[src/include/osccs_pkg.sv]
// Package for the oscillator control and status register block.
// Assumes a 32-bit AXI4-Lite slave port and 8-bit registers in the low lane.
package osccs_pkg;
  // Byte offsets of the registers
  localparam logic [3:0] OFF_CTRL = 4'h0;
  localparam logic [3:0] OFF_STAT = 4'h4;
  localparam logic [3:0] OFF_IRQ_STAT = 4'h8;
  localparam logic [3:0] OFF_IRQ_MASK = 4'hC;

  // Control register fields
  localparam int FREQ_LSB = 3;
  localparam int FREQ_MSB = 6;
  localparam int CLKSEL_LSB = 0;
  localparam int CLKSEL_MSB = 1;
  localparam logic [3:0] FREQ_RESET = 4'h7;
  localparam logic [1:0] CLKSEL_RESET = 2'h0;

  // Interrupt status and mask bits
  localparam int IRQ_W = 3;
  localparam int IRQ_DONE = 0;
  localparam int IRQ_HF = 1;
  localparam int IRQ_LF = 2;
  localparam logic [IRQ_W-1:0] IRQ_RESET = 3'h0;

  localparam logic [1:0] RESP_OKAY = 2'h0;
  localparam logic [1:0] RESP_SLVERR = 2'h2;

  typedef enum logic {OSCCS_SRC_HF, OSCCS_SRC_LF} osccs_src_t;

  typedef struct packed {
    logic [3:0] freq;
    logic [1:0] clk_sel;
  } osccs_ctrl_t;

  typedef struct packed {
    logic hf_ready;
    logic lf_ready;
    logic hf_stable;
  } osccs_stat_t;

  // Only codes 000x run from the low-frequency oscillator
  function automatic osccs_src_t src_of(input logic [3:0] code);
    return (code[3:1] == 3'h0) ? OSCCS_SRC_LF : OSCCS_SRC_HF;
  endfunction

  // Power-of-two divide applied to the 16 MHz oscillator
  function automatic logic [3:0] div_exp(input logic [3:0] code);
    case (code)
      4'hF: return 4'h0;
      4'hE: return 4'h1;
      4'hD: return 4'h2;
      4'hC: return 4'h3;
      4'hB: return 4'h4;
      4'hA, 4'h7: return 4'h5;
      4'h9, 4'h6: return 4'h6;
      4'h8, 4'h5: return 4'h7;
      4'h4: return 4'h8;
      4'h3, 4'h2: return 4'h9;
      default: return 4'h0;
    endcase
  endfunction

  function automatic logic [7:0] ctrl_byte(input osccs_ctrl_t c);
    return {1'b0, c.freq, 1'b0, c.clk_sel};
  endfunction

  function automatic logic [7:0] stat_byte(input osccs_stat_t s);
    return {3'h0, s.hf_ready, 2'h0, s.lf_ready, s.hf_stable};
  endfunction
endpackage

[src/verilog/osccs_switch.sv]
// Internal oscillator switch sequencer.
// Assumes oscillator ready flags and clock levels are sampled on CLK_SYS.
`timescale 1ns/10ps
module osccs_switch (
  input wire logic clk,
  input wire logic rst,
  input wire logic [3:0] freq_req,
  input wire logic hf_rdy,
  input wire logic lf_rdy,
  input wire logic hf_lvl,
  input wire logic lf_lvl,
  output logic [3:0] active_code_q,
  output logic busy,
  output logic hold_low_q,
  output logic done_q,
  output logic hf_en,
  output logic lf_en
);
  typedef enum logic [2:0] {
    SW_IDLE, SW_START, SW_FALL, SW_HOLD, SW_DONE
  } osccs_sw_t;

  osccs_sw_t state_q;
  logic [3:0] target_q;
  logic hf_prev_q;
  logic lf_prev_q;
  osccs_pkg::osccs_src_t cur_src;
  osccs_pkg::osccs_src_t new_src;
  logic cur_fall;
  logic new_rise;
  logic new_rdy;

  assign cur_src = osccs_pkg::src_of(active_code_q);
  assign new_src = osccs_pkg::src_of(target_q);
  assign new_rdy = (new_src == osccs_pkg::OSCCS_SRC_HF) ? hf_rdy : lf_rdy;
  assign cur_fall = (cur_src == osccs_pkg::OSCCS_SRC_HF) ?
                    (hf_prev_q & ~hf_lvl) : (lf_prev_q & ~lf_lvl);
  assign new_rise = (new_src == osccs_pkg::OSCCS_SRC_HF) ?
                    (~hf_prev_q & hf_lvl) : (~lf_prev_q & lf_lvl);
  assign busy = (state_q != SW_IDLE);
  // The target source is started as soon as a switch to it begins
  assign hf_en = (cur_src == osccs_pkg::OSCCS_SRC_HF) ||
                 (busy && new_src == osccs_pkg::OSCCS_SRC_HF);
  assign lf_en = (cur_src == osccs_pkg::OSCCS_SRC_LF) ||
                 (busy && new_src == osccs_pkg::OSCCS_SRC_LF);

  always_ff @(posedge clk or posedge rst) begin
    if (rst) begin
      hf_prev_q <= 1'b0;
      lf_prev_q <= 1'b0;
    end else begin
      hf_prev_q <= hf_lvl;
      lf_prev_q <= lf_lvl;
    end
  end

  always_ff @(posedge clk or posedge rst) begin
    if (rst) begin
      state_q <= SW_IDLE;
      target_q <= osccs_pkg::FREQ_RESET;
      active_code_q <= osccs_pkg::FREQ_RESET;
      hold_low_q <= 1'b0;
      done_q <= 1'b0;
    end else begin
      done_q <= 1'b0;
      case (state_q)
        SW_IDLE: begin
          if (freq_req != active_code_q) begin
            target_q <= freq_req;
            if (osccs_pkg::src_of(freq_req) == cur_src) begin
              // Same source: only the divider changes, no start-up wait
              active_code_q <= freq_req;
              done_q <= 1'b1;
            end else begin
              state_q <= SW_START;
            end
          end
        end
        SW_START: if (new_rdy) state_q <= SW_FALL;
        SW_FALL: begin
          if (cur_fall) begin
            hold_low_q <= 1'b1;
            state_q <= SW_HOLD;
          end
        end
        SW_HOLD: begin
          if (new_rise) begin
            hold_low_q <= 1'b0;
            active_code_q <= target_q;
            state_q <= SW_DONE;
          end
        end
        SW_DONE: begin
          done_q <= 1'b1;
          state_q <= SW_IDLE;
        end
        default: state_q <= SW_IDLE;
      endcase
    end
  end

  property p_same_src;
    @(posedge clk) disable iff (rst)
    (state_q == SW_IDLE && freq_req != active_code_q &&
     osccs_pkg::src_of(freq_req) == cur_src)
    |=> (active_code_q == $past(freq_req)) && done_q && !busy;
  endproperty
  a_same_src: assert property (p_same_src)
    else $error("same-source switch not immediate");

  // Held low only in the hold state, so each cycle without a rise of the
  // new clock must keep the output low and the running code untouched
  property p_hold_until_rise;
    @(posedge clk) disable iff (rst)
    hold_low_q && !new_rise |=> hold_low_q && $stable(active_code_q);
  endproperty
  a_hold_until_rise: assert property (p_hold_until_rise)
    else $error("clock released before new clock rise");

  property p_new_osc_on;
    @(posedge clk) disable iff (rst)
    (state_q == SW_START) |-> (new_src == osccs_pkg::OSCCS_SRC_HF ?
                               hf_en : lf_en);
  endproperty
  a_new_osc_on: assert property (p_new_osc_on)
    else $error("new oscillator not started");

  property p_code_on_rise;
    @(posedge clk) disable iff (rst)
    $changed(active_code_q) && $past(state_q) == SW_HOLD |->
      $past(new_rise) && !hold_low_q ##1 done_q;
  endproperty
  a_code_on_rise: assert property (p_code_on_rise)
    else $error("code changed without new clock rise");
endmodule

[src/verilog/osccs_regs.sv]
// Oscillator control and status registers behind an AXI4-Lite slave.
// Assumes oscillator flags and sampled clock levels are synchronous to
// CLK_SYS; the analog oscillators and clock mux sit outside.
//
// The AXI4-Lite slave port and the register offsets were chosen for this implementation.
`timescale 1ns/10ps
// How it works
// Freq code bits 6:3; 1111 is 16 MHz, halving down to 1011 (1 MHz).
// Codes 1010, 1001, 1000 give 500/250/125 kHz from the fast oscillator.
// Reset loads code 0111; lower codes divide on; 000x picks 31 kHz.
// Clock select bits 1:0; 1x internal, 00 configuration source, 01 reserved.
// Unimplemented control and status bits read as zero.
// Status bit 4 shows the fast oscillator is ready.
// Status bit 1 shows the slow oscillator is ready.
// Status bit 0 set when 16 MHz is stable and driving the clock; here it mirrors HF_OSC_STABLE even while the slow oscillator drives the clock.
// Every reset clears the clock select field.
// Switch starts new clock, waits old fall, holds low, new rise, then status.
// Switching within one oscillator source applies at once.
// Writes to the status register are ignored.
module osccs_regs #(
  parameter int ADDR_W = 4
) (
  input wire logic CLK_SYS,
  input wire logic RST,
  input wire logic [ADDR_W-1:0] S_AXI_AWADDR,
  input wire logic S_AXI_AWVALID,
  output logic S_AXI_AWREADY,
  input wire logic [31:0] S_AXI_WDATA,
  input wire logic [3:0] S_AXI_WSTRB,
  input wire logic S_AXI_WVALID,
  output logic S_AXI_WREADY,
  output logic [1:0] S_AXI_BRESP,
  output logic S_AXI_BVALID,
  input wire logic S_AXI_BREADY,
  input wire logic [ADDR_W-1:0] S_AXI_ARADDR,
  input wire logic S_AXI_ARVALID,
  output logic S_AXI_ARREADY,
  output logic [31:0] S_AXI_RDATA,
  output logic [1:0] S_AXI_RRESP,
  output logic S_AXI_RVALID,
  input wire logic S_AXI_RREADY,
  input wire logic HF_OSC_READY,
  input wire logic LF_OSC_READY,
  input wire logic HF_OSC_STABLE,
  input wire logic HF_CLK_LEVEL,
  input wire logic LF_CLK_LEVEL,
  output logic HF_OSC_ENABLE,
  output logic LF_OSC_ENABLE,
  output logic LF_SOURCE_ACTIVE,
  output logic [3:0] CLK_DIV_EXP,
  output logic CLK_HOLD_LOW,
  output logic SYS_CLK_INTERNAL,
  output logic IRQ
);
  osccs_pkg::osccs_ctrl_t ctrl_q;
  osccs_pkg::osccs_stat_t stat_q;
  logic [osccs_pkg::IRQ_W-1:0] irq_stat_q;
  logic [osccs_pkg::IRQ_W-1:0] irq_mask_q;
  logic [osccs_pkg::IRQ_W-1:0] irq_set;
  logic [osccs_pkg::IRQ_W-1:0] irq_clr;
  logic [ADDR_W-1:0] awaddr_q;
  logic [31:0] wdata_q;
  logic [3:0] wstrb_q;
  logic aw_have_q;
  logic w_have_q;
  logic wr_fire;
  logic wr_lane0;
  logic [3:0] active_code;
  logic sw_busy;
  logic sw_hold;
  logic sw_done;
  logic [3:0] sys_div_q;
  logic lf_active_q;
  logic sys_int_q;
  // Folded at elaboration so the reset branch loads a plain constant
  localparam logic [3:0] DIV_RESET =
    osccs_pkg::div_exp(osccs_pkg::FREQ_RESET);

  function automatic logic mapped(input logic [ADDR_W-1:0] a);
    return a == osccs_pkg::OFF_CTRL || a == osccs_pkg::OFF_STAT ||
           a == osccs_pkg::OFF_IRQ_STAT || a == osccs_pkg::OFF_IRQ_MASK;
  endfunction

  // Write channel: address and data are taken independently
  assign S_AXI_AWREADY = !aw_have_q && !S_AXI_BVALID;
  assign S_AXI_WREADY = !w_have_q && !S_AXI_BVALID;
  assign wr_fire = aw_have_q && w_have_q && !S_AXI_BVALID;
  assign wr_lane0 = wr_fire && wstrb_q[0];

  always_ff @(posedge CLK_SYS or posedge RST) begin
    if (RST) begin
      aw_have_q <= 1'b0;
      w_have_q <= 1'b0;
      awaddr_q <= '0;
      wdata_q <= 32'h0000_0000;
      wstrb_q <= 4'h0;
    end else begin
      if (S_AXI_AWVALID && S_AXI_AWREADY) begin
        aw_have_q <= 1'b1;
        awaddr_q <= S_AXI_AWADDR;
      end else if (wr_fire) begin
        aw_have_q <= 1'b0;
      end
      if (S_AXI_WVALID && S_AXI_WREADY) begin
        w_have_q <= 1'b1;
        wdata_q <= S_AXI_WDATA;
        wstrb_q <= S_AXI_WSTRB;
      end else if (wr_fire) begin
        w_have_q <= 1'b0;
      end
    end
  end

  always_ff @(posedge CLK_SYS or posedge RST) begin
    if (RST) begin
      S_AXI_BVALID <= 1'b0;
      S_AXI_BRESP <= osccs_pkg::RESP_OKAY;
    end else if (wr_fire) begin
      S_AXI_BVALID <= 1'b1;
      S_AXI_BRESP <= mapped(awaddr_q) ? osccs_pkg::RESP_OKAY :
                                        osccs_pkg::RESP_SLVERR;
    end else if (S_AXI_BREADY) begin
      S_AXI_BVALID <= 1'b0;
    end
  end

  // Control register; reset loads 500 kHz and the configuration source
  always_ff @(posedge CLK_SYS or posedge RST) begin
    if (RST) begin
      ctrl_q.freq <= osccs_pkg::FREQ_RESET;
      ctrl_q.clk_sel <= osccs_pkg::CLKSEL_RESET;
    end else if (wr_lane0 && awaddr_q == osccs_pkg::OFF_CTRL) begin
      // Bits 7 and 2 have no storage
      ctrl_q.freq <= wdata_q[osccs_pkg::FREQ_MSB:osccs_pkg::FREQ_LSB];
      ctrl_q.clk_sel <=
        wdata_q[osccs_pkg::CLKSEL_MSB:osccs_pkg::CLKSEL_LSB];
    end
  end

  always_ff @(posedge CLK_SYS or posedge RST) begin
    if (RST) begin
      irq_mask_q <= osccs_pkg::IRQ_RESET;
    end else if (wr_lane0 && awaddr_q == osccs_pkg::OFF_IRQ_MASK) begin
      irq_mask_q <= wdata_q[osccs_pkg::IRQ_W-1:0];
    end
  end

  // Status is frozen while a switch is in flight and refreshed after it
  // completes; writes to it have no effect.
  always_ff @(posedge CLK_SYS or posedge RST) begin
    if (RST) begin
      stat_q <= '0;
    end else if (!sw_busy) begin
      stat_q.hf_ready <= HF_OSC_READY;
      stat_q.lf_ready <= LF_OSC_READY;
      stat_q.hf_stable <= HF_OSC_STABLE;
    end
  end

  assign irq_set[osccs_pkg::IRQ_DONE] = sw_done;
  assign irq_set[osccs_pkg::IRQ_HF] = !sw_busy &&
                                      (stat_q.hf_ready != HF_OSC_READY);
  assign irq_set[osccs_pkg::IRQ_LF] = !sw_busy &&
                                      (stat_q.lf_ready != LF_OSC_READY);
  assign irq_clr = (wr_lane0 && awaddr_q == osccs_pkg::OFF_IRQ_STAT) ?
                   wdata_q[osccs_pkg::IRQ_W-1:0] : osccs_pkg::IRQ_RESET;

  // A set in the same cycle as a clear wins, so no event is lost
  always_ff @(posedge CLK_SYS or posedge RST) begin
    if (RST) begin
      irq_stat_q <= osccs_pkg::IRQ_RESET;
    end else begin
      irq_stat_q <= (irq_stat_q & ~irq_clr) | irq_set;
    end
  end

  assign IRQ = |(irq_stat_q & irq_mask_q);

  // Read channel: one cycle from address to data
  assign S_AXI_ARREADY = !S_AXI_RVALID;

  always_ff @(posedge CLK_SYS or posedge RST) begin
    if (RST) begin
      S_AXI_RVALID <= 1'b0;
      S_AXI_RDATA <= 32'h0000_0000;
      S_AXI_RRESP <= osccs_pkg::RESP_OKAY;
    end else if (S_AXI_ARVALID && S_AXI_ARREADY) begin
      S_AXI_RVALID <= 1'b1;
      S_AXI_RRESP <= mapped(S_AXI_ARADDR) ? osccs_pkg::RESP_OKAY :
                                            osccs_pkg::RESP_SLVERR;
      case (S_AXI_ARADDR)
        osccs_pkg::OFF_CTRL:
          S_AXI_RDATA <= {24'h00_0000, osccs_pkg::ctrl_byte(ctrl_q)};
        osccs_pkg::OFF_STAT:
          S_AXI_RDATA <= {24'h00_0000, osccs_pkg::stat_byte(stat_q)};
        osccs_pkg::OFF_IRQ_STAT:
          S_AXI_RDATA <= {29'h0000_0000, irq_stat_q};
        osccs_pkg::OFF_IRQ_MASK:
          S_AXI_RDATA <= {29'h0000_0000, irq_mask_q};
        default: S_AXI_RDATA <= 32'h0000_0000;
      endcase
    end else if (S_AXI_RREADY) begin
      S_AXI_RVALID <= 1'b0;
    end
  end

  osccs_switch u_switch (
    .clk(CLK_SYS),
    .rst(RST),
    .freq_req(ctrl_q.freq),
    .hf_rdy(HF_OSC_READY),
    .lf_rdy(LF_OSC_READY),
    .hf_lvl(HF_CLK_LEVEL),
    .lf_lvl(LF_CLK_LEVEL),
    .active_code_q(active_code),
    .busy(sw_busy),
    .hold_low_q(sw_hold),
    .done_q(sw_done),
    .hf_en(HF_OSC_ENABLE),
    .lf_en(LF_OSC_ENABLE)
  );

  // Clock path outputs follow the code that is actually running, except SYS_CLK_INTERNAL, which follows the clock select field
  always_ff @(posedge CLK_SYS or posedge RST) begin
    if (RST) begin
      sys_div_q <= DIV_RESET;
      lf_active_q <= 1'b0;
      sys_int_q <= 1'b0;
    end else begin
      sys_div_q <= osccs_pkg::div_exp(active_code);
      lf_active_q <= osccs_pkg::src_of(active_code) ==
                     osccs_pkg::OSCCS_SRC_LF;
      // 01 has no secondary oscillator here and falls back to 00
      sys_int_q <= ctrl_q.clk_sel[osccs_pkg::CLKSEL_MSB];
    end
  end

  assign CLK_DIV_EXP = sys_div_q;
  assign LF_SOURCE_ACTIVE = lf_active_q;
  assign CLK_HOLD_LOW = sw_hold;
  assign SYS_CLK_INTERNAL = sys_int_q;

  property p_reset_ctrl;
    @(posedge CLK_SYS) $fell(RST) |->
      ctrl_q.clk_sel == osccs_pkg::CLKSEL_RESET &&
      ctrl_q.freq == osccs_pkg::FREQ_RESET;
  endproperty
  a_reset_ctrl: assert property (p_reset_ctrl)
    else $error("control not at reset value");

  property p_reserved_zero;
    @(posedge CLK_SYS) disable iff (RST)
    S_AXI_ARVALID && S_AXI_ARREADY &&
      (S_AXI_ARADDR == osccs_pkg::OFF_CTRL ||
       S_AXI_ARADDR == osccs_pkg::OFF_STAT) |=>
      S_AXI_RDATA[31:8] == 24'h00_0000 && !S_AXI_RDATA[7] &&
      !S_AXI_RDATA[2] && ($past(S_AXI_ARADDR) == osccs_pkg::OFF_CTRL ||
      (S_AXI_RDATA[6:5] == 2'h0 && !S_AXI_RDATA[3]));
  endproperty
  a_reserved_zero: assert property (p_reserved_zero)
    else $error("reserved bit reads nonzero");

  property p_status_ignores_write;
    @(posedge CLK_SYS) disable iff (RST)
    wr_fire && awaddr_q == osccs_pkg::OFF_STAT && !sw_busy |=>
      stat_q == {$past(HF_OSC_READY), $past(LF_OSC_READY),
                 $past(HF_OSC_STABLE)};
  endproperty
  a_status_ignores_write: assert property (p_status_ignores_write)
    else $error("status changed by write");

  property p_hf_ready_bit;
    @(posedge CLK_SYS) disable iff (RST)
    !sw_busy |=> stat_q.hf_ready == $past(HF_OSC_READY) &&
      stat_q.lf_ready == $past(LF_OSC_READY);
  endproperty
  a_hf_ready_bit: assert property (p_hf_ready_bit)
    else $error("ready bits do not follow oscillator");

  property p_stable_bit;
    @(posedge CLK_SYS) disable iff (RST)
    !sw_busy ##1 S_AXI_ARVALID && S_AXI_ARREADY &&
      S_AXI_ARADDR == osccs_pkg::OFF_STAT |=>
      S_AXI_RDATA[0] == $past(stat_q.hf_stable) &&
      S_AXI_RDATA[4] == $past(stat_q.hf_ready);
  endproperty
  a_stable_bit: assert property (p_stable_bit)
    else $error("status read mismatch");

  property p_freq_decode;
    @(posedge CLK_SYS) disable iff (RST)
    active_code == 4'hF ##1 active_code == 4'hF |->
      CLK_DIV_EXP == 4'h0 && !LF_SOURCE_ACTIVE;
  endproperty
  a_freq_decode: assert property (p_freq_decode)
    else $error("16 MHz code decoded wrongly");

  property p_clksel_decode;
    @(posedge CLK_SYS) disable iff (RST)
    1'b1 |=> SYS_CLK_INTERNAL ==
      $past(ctrl_q.clk_sel[osccs_pkg::CLKSEL_MSB]);
  endproperty
  a_clksel_decode: assert property (p_clksel_decode)
    else $error("clock select decoded wrongly");

  property p_status_frozen;
    @(posedge CLK_SYS) disable iff (RST)
    sw_busy && $past(sw_busy) |-> stat_q == $past(stat_q);
  endproperty
  a_status_frozen: assert property (p_status_frozen)
    else $error("status moved during switch");
endmodule

[config.mk]
export PLATFORM = sky130hd
export DESIGN_NAME = osccs_regs
export DESIGN_NICKNAME = d
export VERILOG_FILES = /design/src/include/osccs_pkg.sv /design/src/verilog/osccs_switch.sv /design/src/verilog/osccs_regs.sv
export SDC_FILE = /design/constraint.sdc
export NUM_CORES = 1
export LEC_CHECK = 0
export BUFFER_PORTS_ARGS = -buffer_cell sky130_fd_sc_hd__buf_2
export CAP_MARGIN = 0
export CORE_MARGIN = 5
export CORE_UTILIZATION = 45
export DETAILED_ROUTE_END_ITERATION = 12
export GPL_TIMING_DRIVEN = 0
export PLACE_DENSITY = 0.73
export SLEW_MARGIN = 25
export SYNTH_ARGS = -nofsm -noshare
export SYNTH_HDL_FRONTEND = slang
export SYNTH_SLANG_ARGS = --single-unit
[constraint.sdc]
create_clock -name CLK_SYS -period 4.5 [get_ports CLK_SYS]
set_clock_uncertainty 0.15 [all_clocks]
set_input_delay 0.9 -clock CLK_SYS [delete_from_list [all_inputs] [get_ports CLK_SYS]]
set_output_delay 0.9 -clock CLK_SYS [all_outputs]
set_load 0.02 [all_outputs]
Word level (Yosys, flattened, before mapping) --
Memory sizes are Yosys's and may differ from the RTL's. A register that Yosys moved wholly into a read port is not among the register bits. Index checks and enable logic that the tools add are counted.
Storage, ports and cells: register bits 84, ROM bits 64, input port bits 56, output and inout port bits 51, word-level logic and storage cells 140, memories 1
Operators by class: eq/ne operators 20, muxes and demuxes 33, bitwise gates (word level) 14, reduce and logical (&&, ||, !) cells 46
Memory list:
- (name not given) | words 16, width 4, rd ports 1, clocked after memory_dff 1, write ports 0, line osccs_pkg.sv:48 | case (code)
Operators with widths (count):
- 7-bit one-hot mux with 4 select lines | 1
- 3-bit two-way mux | 6
- 1-bit two-way mux | 17
- 4-bit equality test, second input constant | 4
- 1-bit logical AND | 15
- 3-bit zero test | 4
- 4-bit two-way mux | 3
- 3-bit one-hot mux with 4 select lines | 1
- 2-bit nonzero test | 6
- 2-bit by 1-bit inequality test with 1-bit output, second input constant | 5
- 4-bit by 3-bit equality test with 1-bit output, second input constant | 2
- 4-bit zero test | 2
- 1-bit logical OR | 8
- 4-bit one-hot mux with 2 select lines | 1
- 3-bit AND | 2
- 3-bit by 2-bit equality test with 1-bit output, second input constant | 2
- 1-bit NOT | 6
- 1-bit zero test | 5
- 5-bit AND reduction | 1
- 1-bit AND | 4
- 2-bit two-way mux | 2
- 4-bit inequality test | 1
- 1-bit one-hot mux with 2 select lines | 2
- 4-bit AND reduction | 1
- other kinds (11) | 12

Logic depth before layout (Yosys ltp) --
depth in word-level cells 8, depth in mapped cells 6, gate-level depth less buffers 5

By module --
A second synthesis with hierarchy kept.
Unflattened totals: cells, all modules 259, area, all modules 3076.7 µm²
Modules (own cells, without submodules):
- osccs_regs | times used 1, cells each 179, area each 2185.8 µm², sequential area each 1157.4 µm²
- osccs_switch | times used 1, cells each 80, area each 890.9 µm², sequential area each 382.9 µm²

Worst setup path before layout --
Ideal clock, no wire load.
path kind register to output, start reg u_switch.state_q[0], end out HF_OSC_ENABLE, data arrival time 1.159 ns, data required time 3.450 ns, setup slack 2.291 ns, cell stages (with the launch flop) 4, path buffers 1, cells stage by stage dfrtp_1 buf_6 nor3_4 o21ai_0
On the way: longest elaborated chain between the ends 3
Ends and longest elaborated chain:
- start, declared | line osccs_switch.sv:23 | osccs_sw_t state_q;
- start signal, assigned | line osccs_switch.sv:59 | state_q <= SW_IDLE;
- start signal, assigned | line osccs_switch.sv:75 | state_q <= SW_START;
- start signal, assigned | line osccs_switch.sv:79 | SW_START: if (new_rdy) state_q <= SW_FALL;
- 3-bit nonzero test | line osccs_switch.sv:40 | assign busy = (state_q != SW_IDLE);
- 1-bit logical AND | line osccs_switch.sv:43 | (busy && new_src == osccs_pkg::OSCCS_SRC_HF);
- 1-bit logical OR | line osccs_switch.sv:42 | assign hf_en = (cur_src == osccs_pkg::OSCCS_SRC_HF) ||
- end, declared | line osccs_regs.sv:47 | output logic HF_OSC_ENABLE,
Every way passes these cells.

Final worst setup path --
start reg u_switch.state_q[1], end out LF_OSC_ENABLE
On the way: longest elaborated chain between the ends 3
Ends and longest elaborated chain:
- 3-bit nonzero test | line osccs_switch.sv:40
- 1-bit logical AND | line osccs_switch.sv:45 | (busy && new_src == osccs_pkg::OSCCS_SRC_LF);
- 1-bit logical OR | line osccs_switch.sv:44 | assign lf_en = (cur_src == osccs_pkg::OSCCS_SRC_LF) ||
- end, declared | line osccs_regs.sv:48 | output logic LF_OSC_ENABLE,
Every way passes these cells.

==> summary.txt <==
Run status
  • Status: finished, final reports clean

Drt
  • DRT antenna net count: 0
  • WL/cell: 14.2 um
  • Routed WL: 5780 um
  • Iter 0 DRT Violations: 93
  • Drc violations: 0
  • Vias/cell: 4.85
  • Pre-Repair DR Iteration Count: 4
  • Via count: 1972

Worst setup path
  • Setup crit end kind: primary output
  • Slowest stage delay, CP: 0.43 ns
  • Critical Path RT: 3.45 ns
  • WS Path Type: flip-flop to primary output
  • Worst path bufs/invs: 3
  • CP max stage cell: nor3_4
  • Critical R2R Launch: u_switch.target_q[2]$_DFFE_PP1P_
  • Crit-path cells: buf_4 > nor3_4 > inv_2 > a21o_2 > buf_2
  • Worst Path Arrival: 1.73 ns
  • Critical-path maximum fanout: 10
  • R2R setup slack: 2.51 ns
  • Reg-to-Reg End: u_switch.active_code_q[3]$_DFFE_PP0P_
  • Startpoint Class: flip-flop
  • R2R depth: 5
  • Worst path top cell family by delay: simple AND/OR/NAND/NOR gates

Floorplan
  • Die H: 91.6 um
  • Initial Utilization: 0.467
  • Boundary Pins: 107
  • FP Rows: 29
  • Core Footprint: 6420 sq um
  • Die Footprint: 8400 sq um
  • Die width: 91.6 um

Placed design
  • Placed Area: 3470 sq um
  • PortBufs: 50
  • Routability congestion estimate: 0.786
  • Post-DP HPWL: 4410 um
  • Placed cells: 391

Clock network
  • H-Tree Depth: 3
  • Post-CTS Setup Bufs: 0
  • Max Buffers Root-to-Sink: 2
  • CTS tree: built
  • Clock slew at reported path FFs: 0.07 ns
  • TritonCTS Buffers: 9
  • Worst-Skew Late Latency: 0.33 ns
  • Hold-fix buffers, CTS: 0
  • Post-cts repair resize count: 0
  • Clk sinks: 61
  • Root buffer cell: clkbuf_8

Cells and area
  • Final nets: 383
  • Fillers: 553
  • Area of the multi-input gates: 1260 sq um
  • Fraction of layout cells with a size suffix above 1: 0.485
  • Post-route cell area: 3670 sq um
  • Seq. cell area: 1540 sq um
  • Area Overhead vs Synth: 22.2%
  • Fin cells: 407
  • Antenna fix cells: 0

Power
  • Total power: 2.33 mW
  • PwrDens: 635 nW/um^2
  • Int Pwr: 1.47 mW
  • Net Sw Power: 856 uW
  • Comb pwr share: 0.399
  • Sequential Power Share: 0.393
  • Clock group share of total power: 0.207
  • Maximum VDD drop: 220 uV
  • Lkg Pwr: 1.78 nW
  • Switching share of power: 0.367

Timing
  • Tcrit/Tclk final: 0.618
  • FMAX: 360 MHz
  • Minimum clock period: 2.78 ns
  • RSZ-0062 raised after global routing: no
  • Count of final max-slew check failures: 0
  • Slew margin rel.: 0.576
  • Final Hold Vio Count: 0
  • TNS Setup: 0 ns
  • Final setup vio count: 0
  • Worst Tran Pin Value: 0.628 ns

Synthesis
  • Seq/Total Area, Yosys: 0.514
  • Post-synthesis cell type count: 48
  • Warnings, synthesis: 0
  • Post-Syn Area: 3000 sq um
  • Mapped Cells: 237
  • Avg Cell Area, Syn: 12.7 sq um
  • Yosys reg bits: 61

Global route
  • Initial antenna violation count: 1
  • Largest net degree at the start of global routing: 35
  • Global-route wire length before repair: 9980 um
  • Vias in the first global route: 2046
  • GR Overflow Total: 0
  • All-Layer GR Usage: 0.150

Min path
  • WHS Endpoint: irq_stat_q[0]$_DFF_PP0_
  • Hold Crit Depth: 1
  • Worst Hold Launch: u_switch.done_q$_DFF_PP0_
  • Min-Delay Path Class: flip-flop to flip-flop

Run
  • Max_cap viols: 0
-- metal layers --
layer  vias up  share of wire  global-route usage
li1        957              -                   -
met1       939           0.43               0.188
met2        64           0.48               0.236
met3        10          0.071              0.0442
met4         2          0.018              0.0754
met5         -         0.0022                   0
-- flip-flops by register name (all words and copies together), names as in the netlist, 3 cells and up --
register,count
CLK_DIV_EXP,4
irq_mask_q,3
ctrl_q,6
u_switch.target_q,4
wdata_q,7
S_AXI_RDATA,7
irq_stat_q,3
u_switch.active_code_q,4
stat_q,3
awaddr_q,4
u_switch.state_q,3
-- cells by family (layout without fill, tap and decap cells) --
family          count (synthesis)  count (layout)  share of synthesized area
flops                          61              61                      0.514
simple gates                   46              46                     0.0964
mux                            45              45                      0.175
buf+inv                        43             110                     0.0972
compound gates                 32              32                     0.0876
xor+xnor                        7               7                     0.0204
fa+ha+maj                       2               2                    0.00834
other cells                     1              27                    0.00125
-- power groups by stage --
stage / logic, mW / registers, mW / clock network [mW]
after global routing: 1.02 / 0.944 / 0.523
after global placement: 0.910 / 0.912 / 0
after floorplan: 0.706 / 0.930 / 0
final: 0.930 / 0.916 / 0.483
after CTS: 0.943 / 0.916 / 0.495
after detailed placement: 0.939 / 0.925 / 0
-- stage by stage --
step	setup WS (ns)	hold WS [ns]	util
final	1.72	0.293	0.571
after CTS	1.68	0.292	0.571
after global placement	1.24	0.242	0.536
after detailed placement	2.03	0.278	0.540
after global routing	1.59	0.321	0.571
after floorplan	1.96	0.216	-
-- cells in the final DEF (no fill, tap or decap), drive strengths merged, types with 3 or more instances in the layout --
cell type and count:
mux2 34, clkbuf 14, buf 81, nand2 13, clkinvlp 3, conb 27, dfstp 11, o21ai 5
dfrtp 50, nor3 7, a22o 7, a21oi 6, inv 9, nor2 13, mux2i 9, a31oi 3
xnor2 5
-- cells in the mapped netlist, drive strengths merged --
cell type / count / area [sq um]
ha: 2 / 25.0
o31ai: 1 / 7.51
clkbuf: 4 / 25.0
buf: 30 / 233
nand2b: 2 / 12.5
nor4: 2 / 27.5
o21bai: 1 / 7.51
mux2: 34 / 390
o41ai: 1 / 8.76
a32o: 1 / 10.0
nor3: 7 / 68.8
nor4b: 1 / 8.76
dfstp: 11 / 289
a21o: 2 / 16.3
o22a: 1 / 8.76
nor3b: 1 / 7.51
a22o: 7 / 61.3
conb: 1 / 3.75
nor2: 13 / 48.8
inv: 9 / 33.8
a222oi: 1 / 10.0
mux2i: 9 / 90.1
o32ai: 2 / 32.5
dfrtp: 50 / 1250
and3b: 1 / 8.76
a311oi: 1 / 15.0
nand4: 1 / 6.26
a31oi: 3 / 18.8
mux4: 2 / 45.0
xor2: 2 / 17.5
nand3: 1 / 10.0
nand2: 13 / 51.3
o21ai: 5 / 25.0
or2: 1 / 6.26
and2: 2 / 12.5
xnor2: 5 / 43.8
a21oi: 6 / 41.3
nand3b: 1 / 20.0
-- worst register-to-register path, cell delays in order, from the launching register on --
cell,delay (ns)
dfstp_2,0.58
nor3_4,0.07
nor3b_1,0.38
o32ai_2,0.15
a21oi_4,0.23
mux2_4,0.32
-- area by class of cell --
type | instances | area share
multi-input cells | 159 | 0.345
clock buffers | 10 | 0.0375
clock inverters | 6 | 0.0171
flip-flops and latches | 61 | 0.420
inverters | 9 | 0.00990
plain buffers | 34 | 0.0703
well taps | 77 | 0.0263
repair buffers | 51 | 0.0737
-- worst max-delay path by stage --
stage / startpoint / end / slack, ns / cells past startpoint
after global placement: RST / awaddr_q[2]$_DFFE_PP0P_ / 1.24 / 2
after detailed placement: u_switch.state_q[1]$_DFFE_PP0P_ / LF_OSC_ENABLE / 2.03 / 5
after global routing: u_switch.state_q[1]$_DFFE_PP0P_ / LF_OSC_ENABLE / 1.59 / 5
after CTS: u_switch.state_q[1]$_DFFE_PP0P_ / LF_OSC_ENABLE / 1.68 / 5
final: u_switch.state_q[1]$_DFFE_PP0P_ / LF_OSC_ENABLE / 1.72 / 5
after floorplan: RST / CLK_DIV_EXP[1]$_DFF_PP0_ / 1.96 / 1
Power figures use the tool's default switching activity.
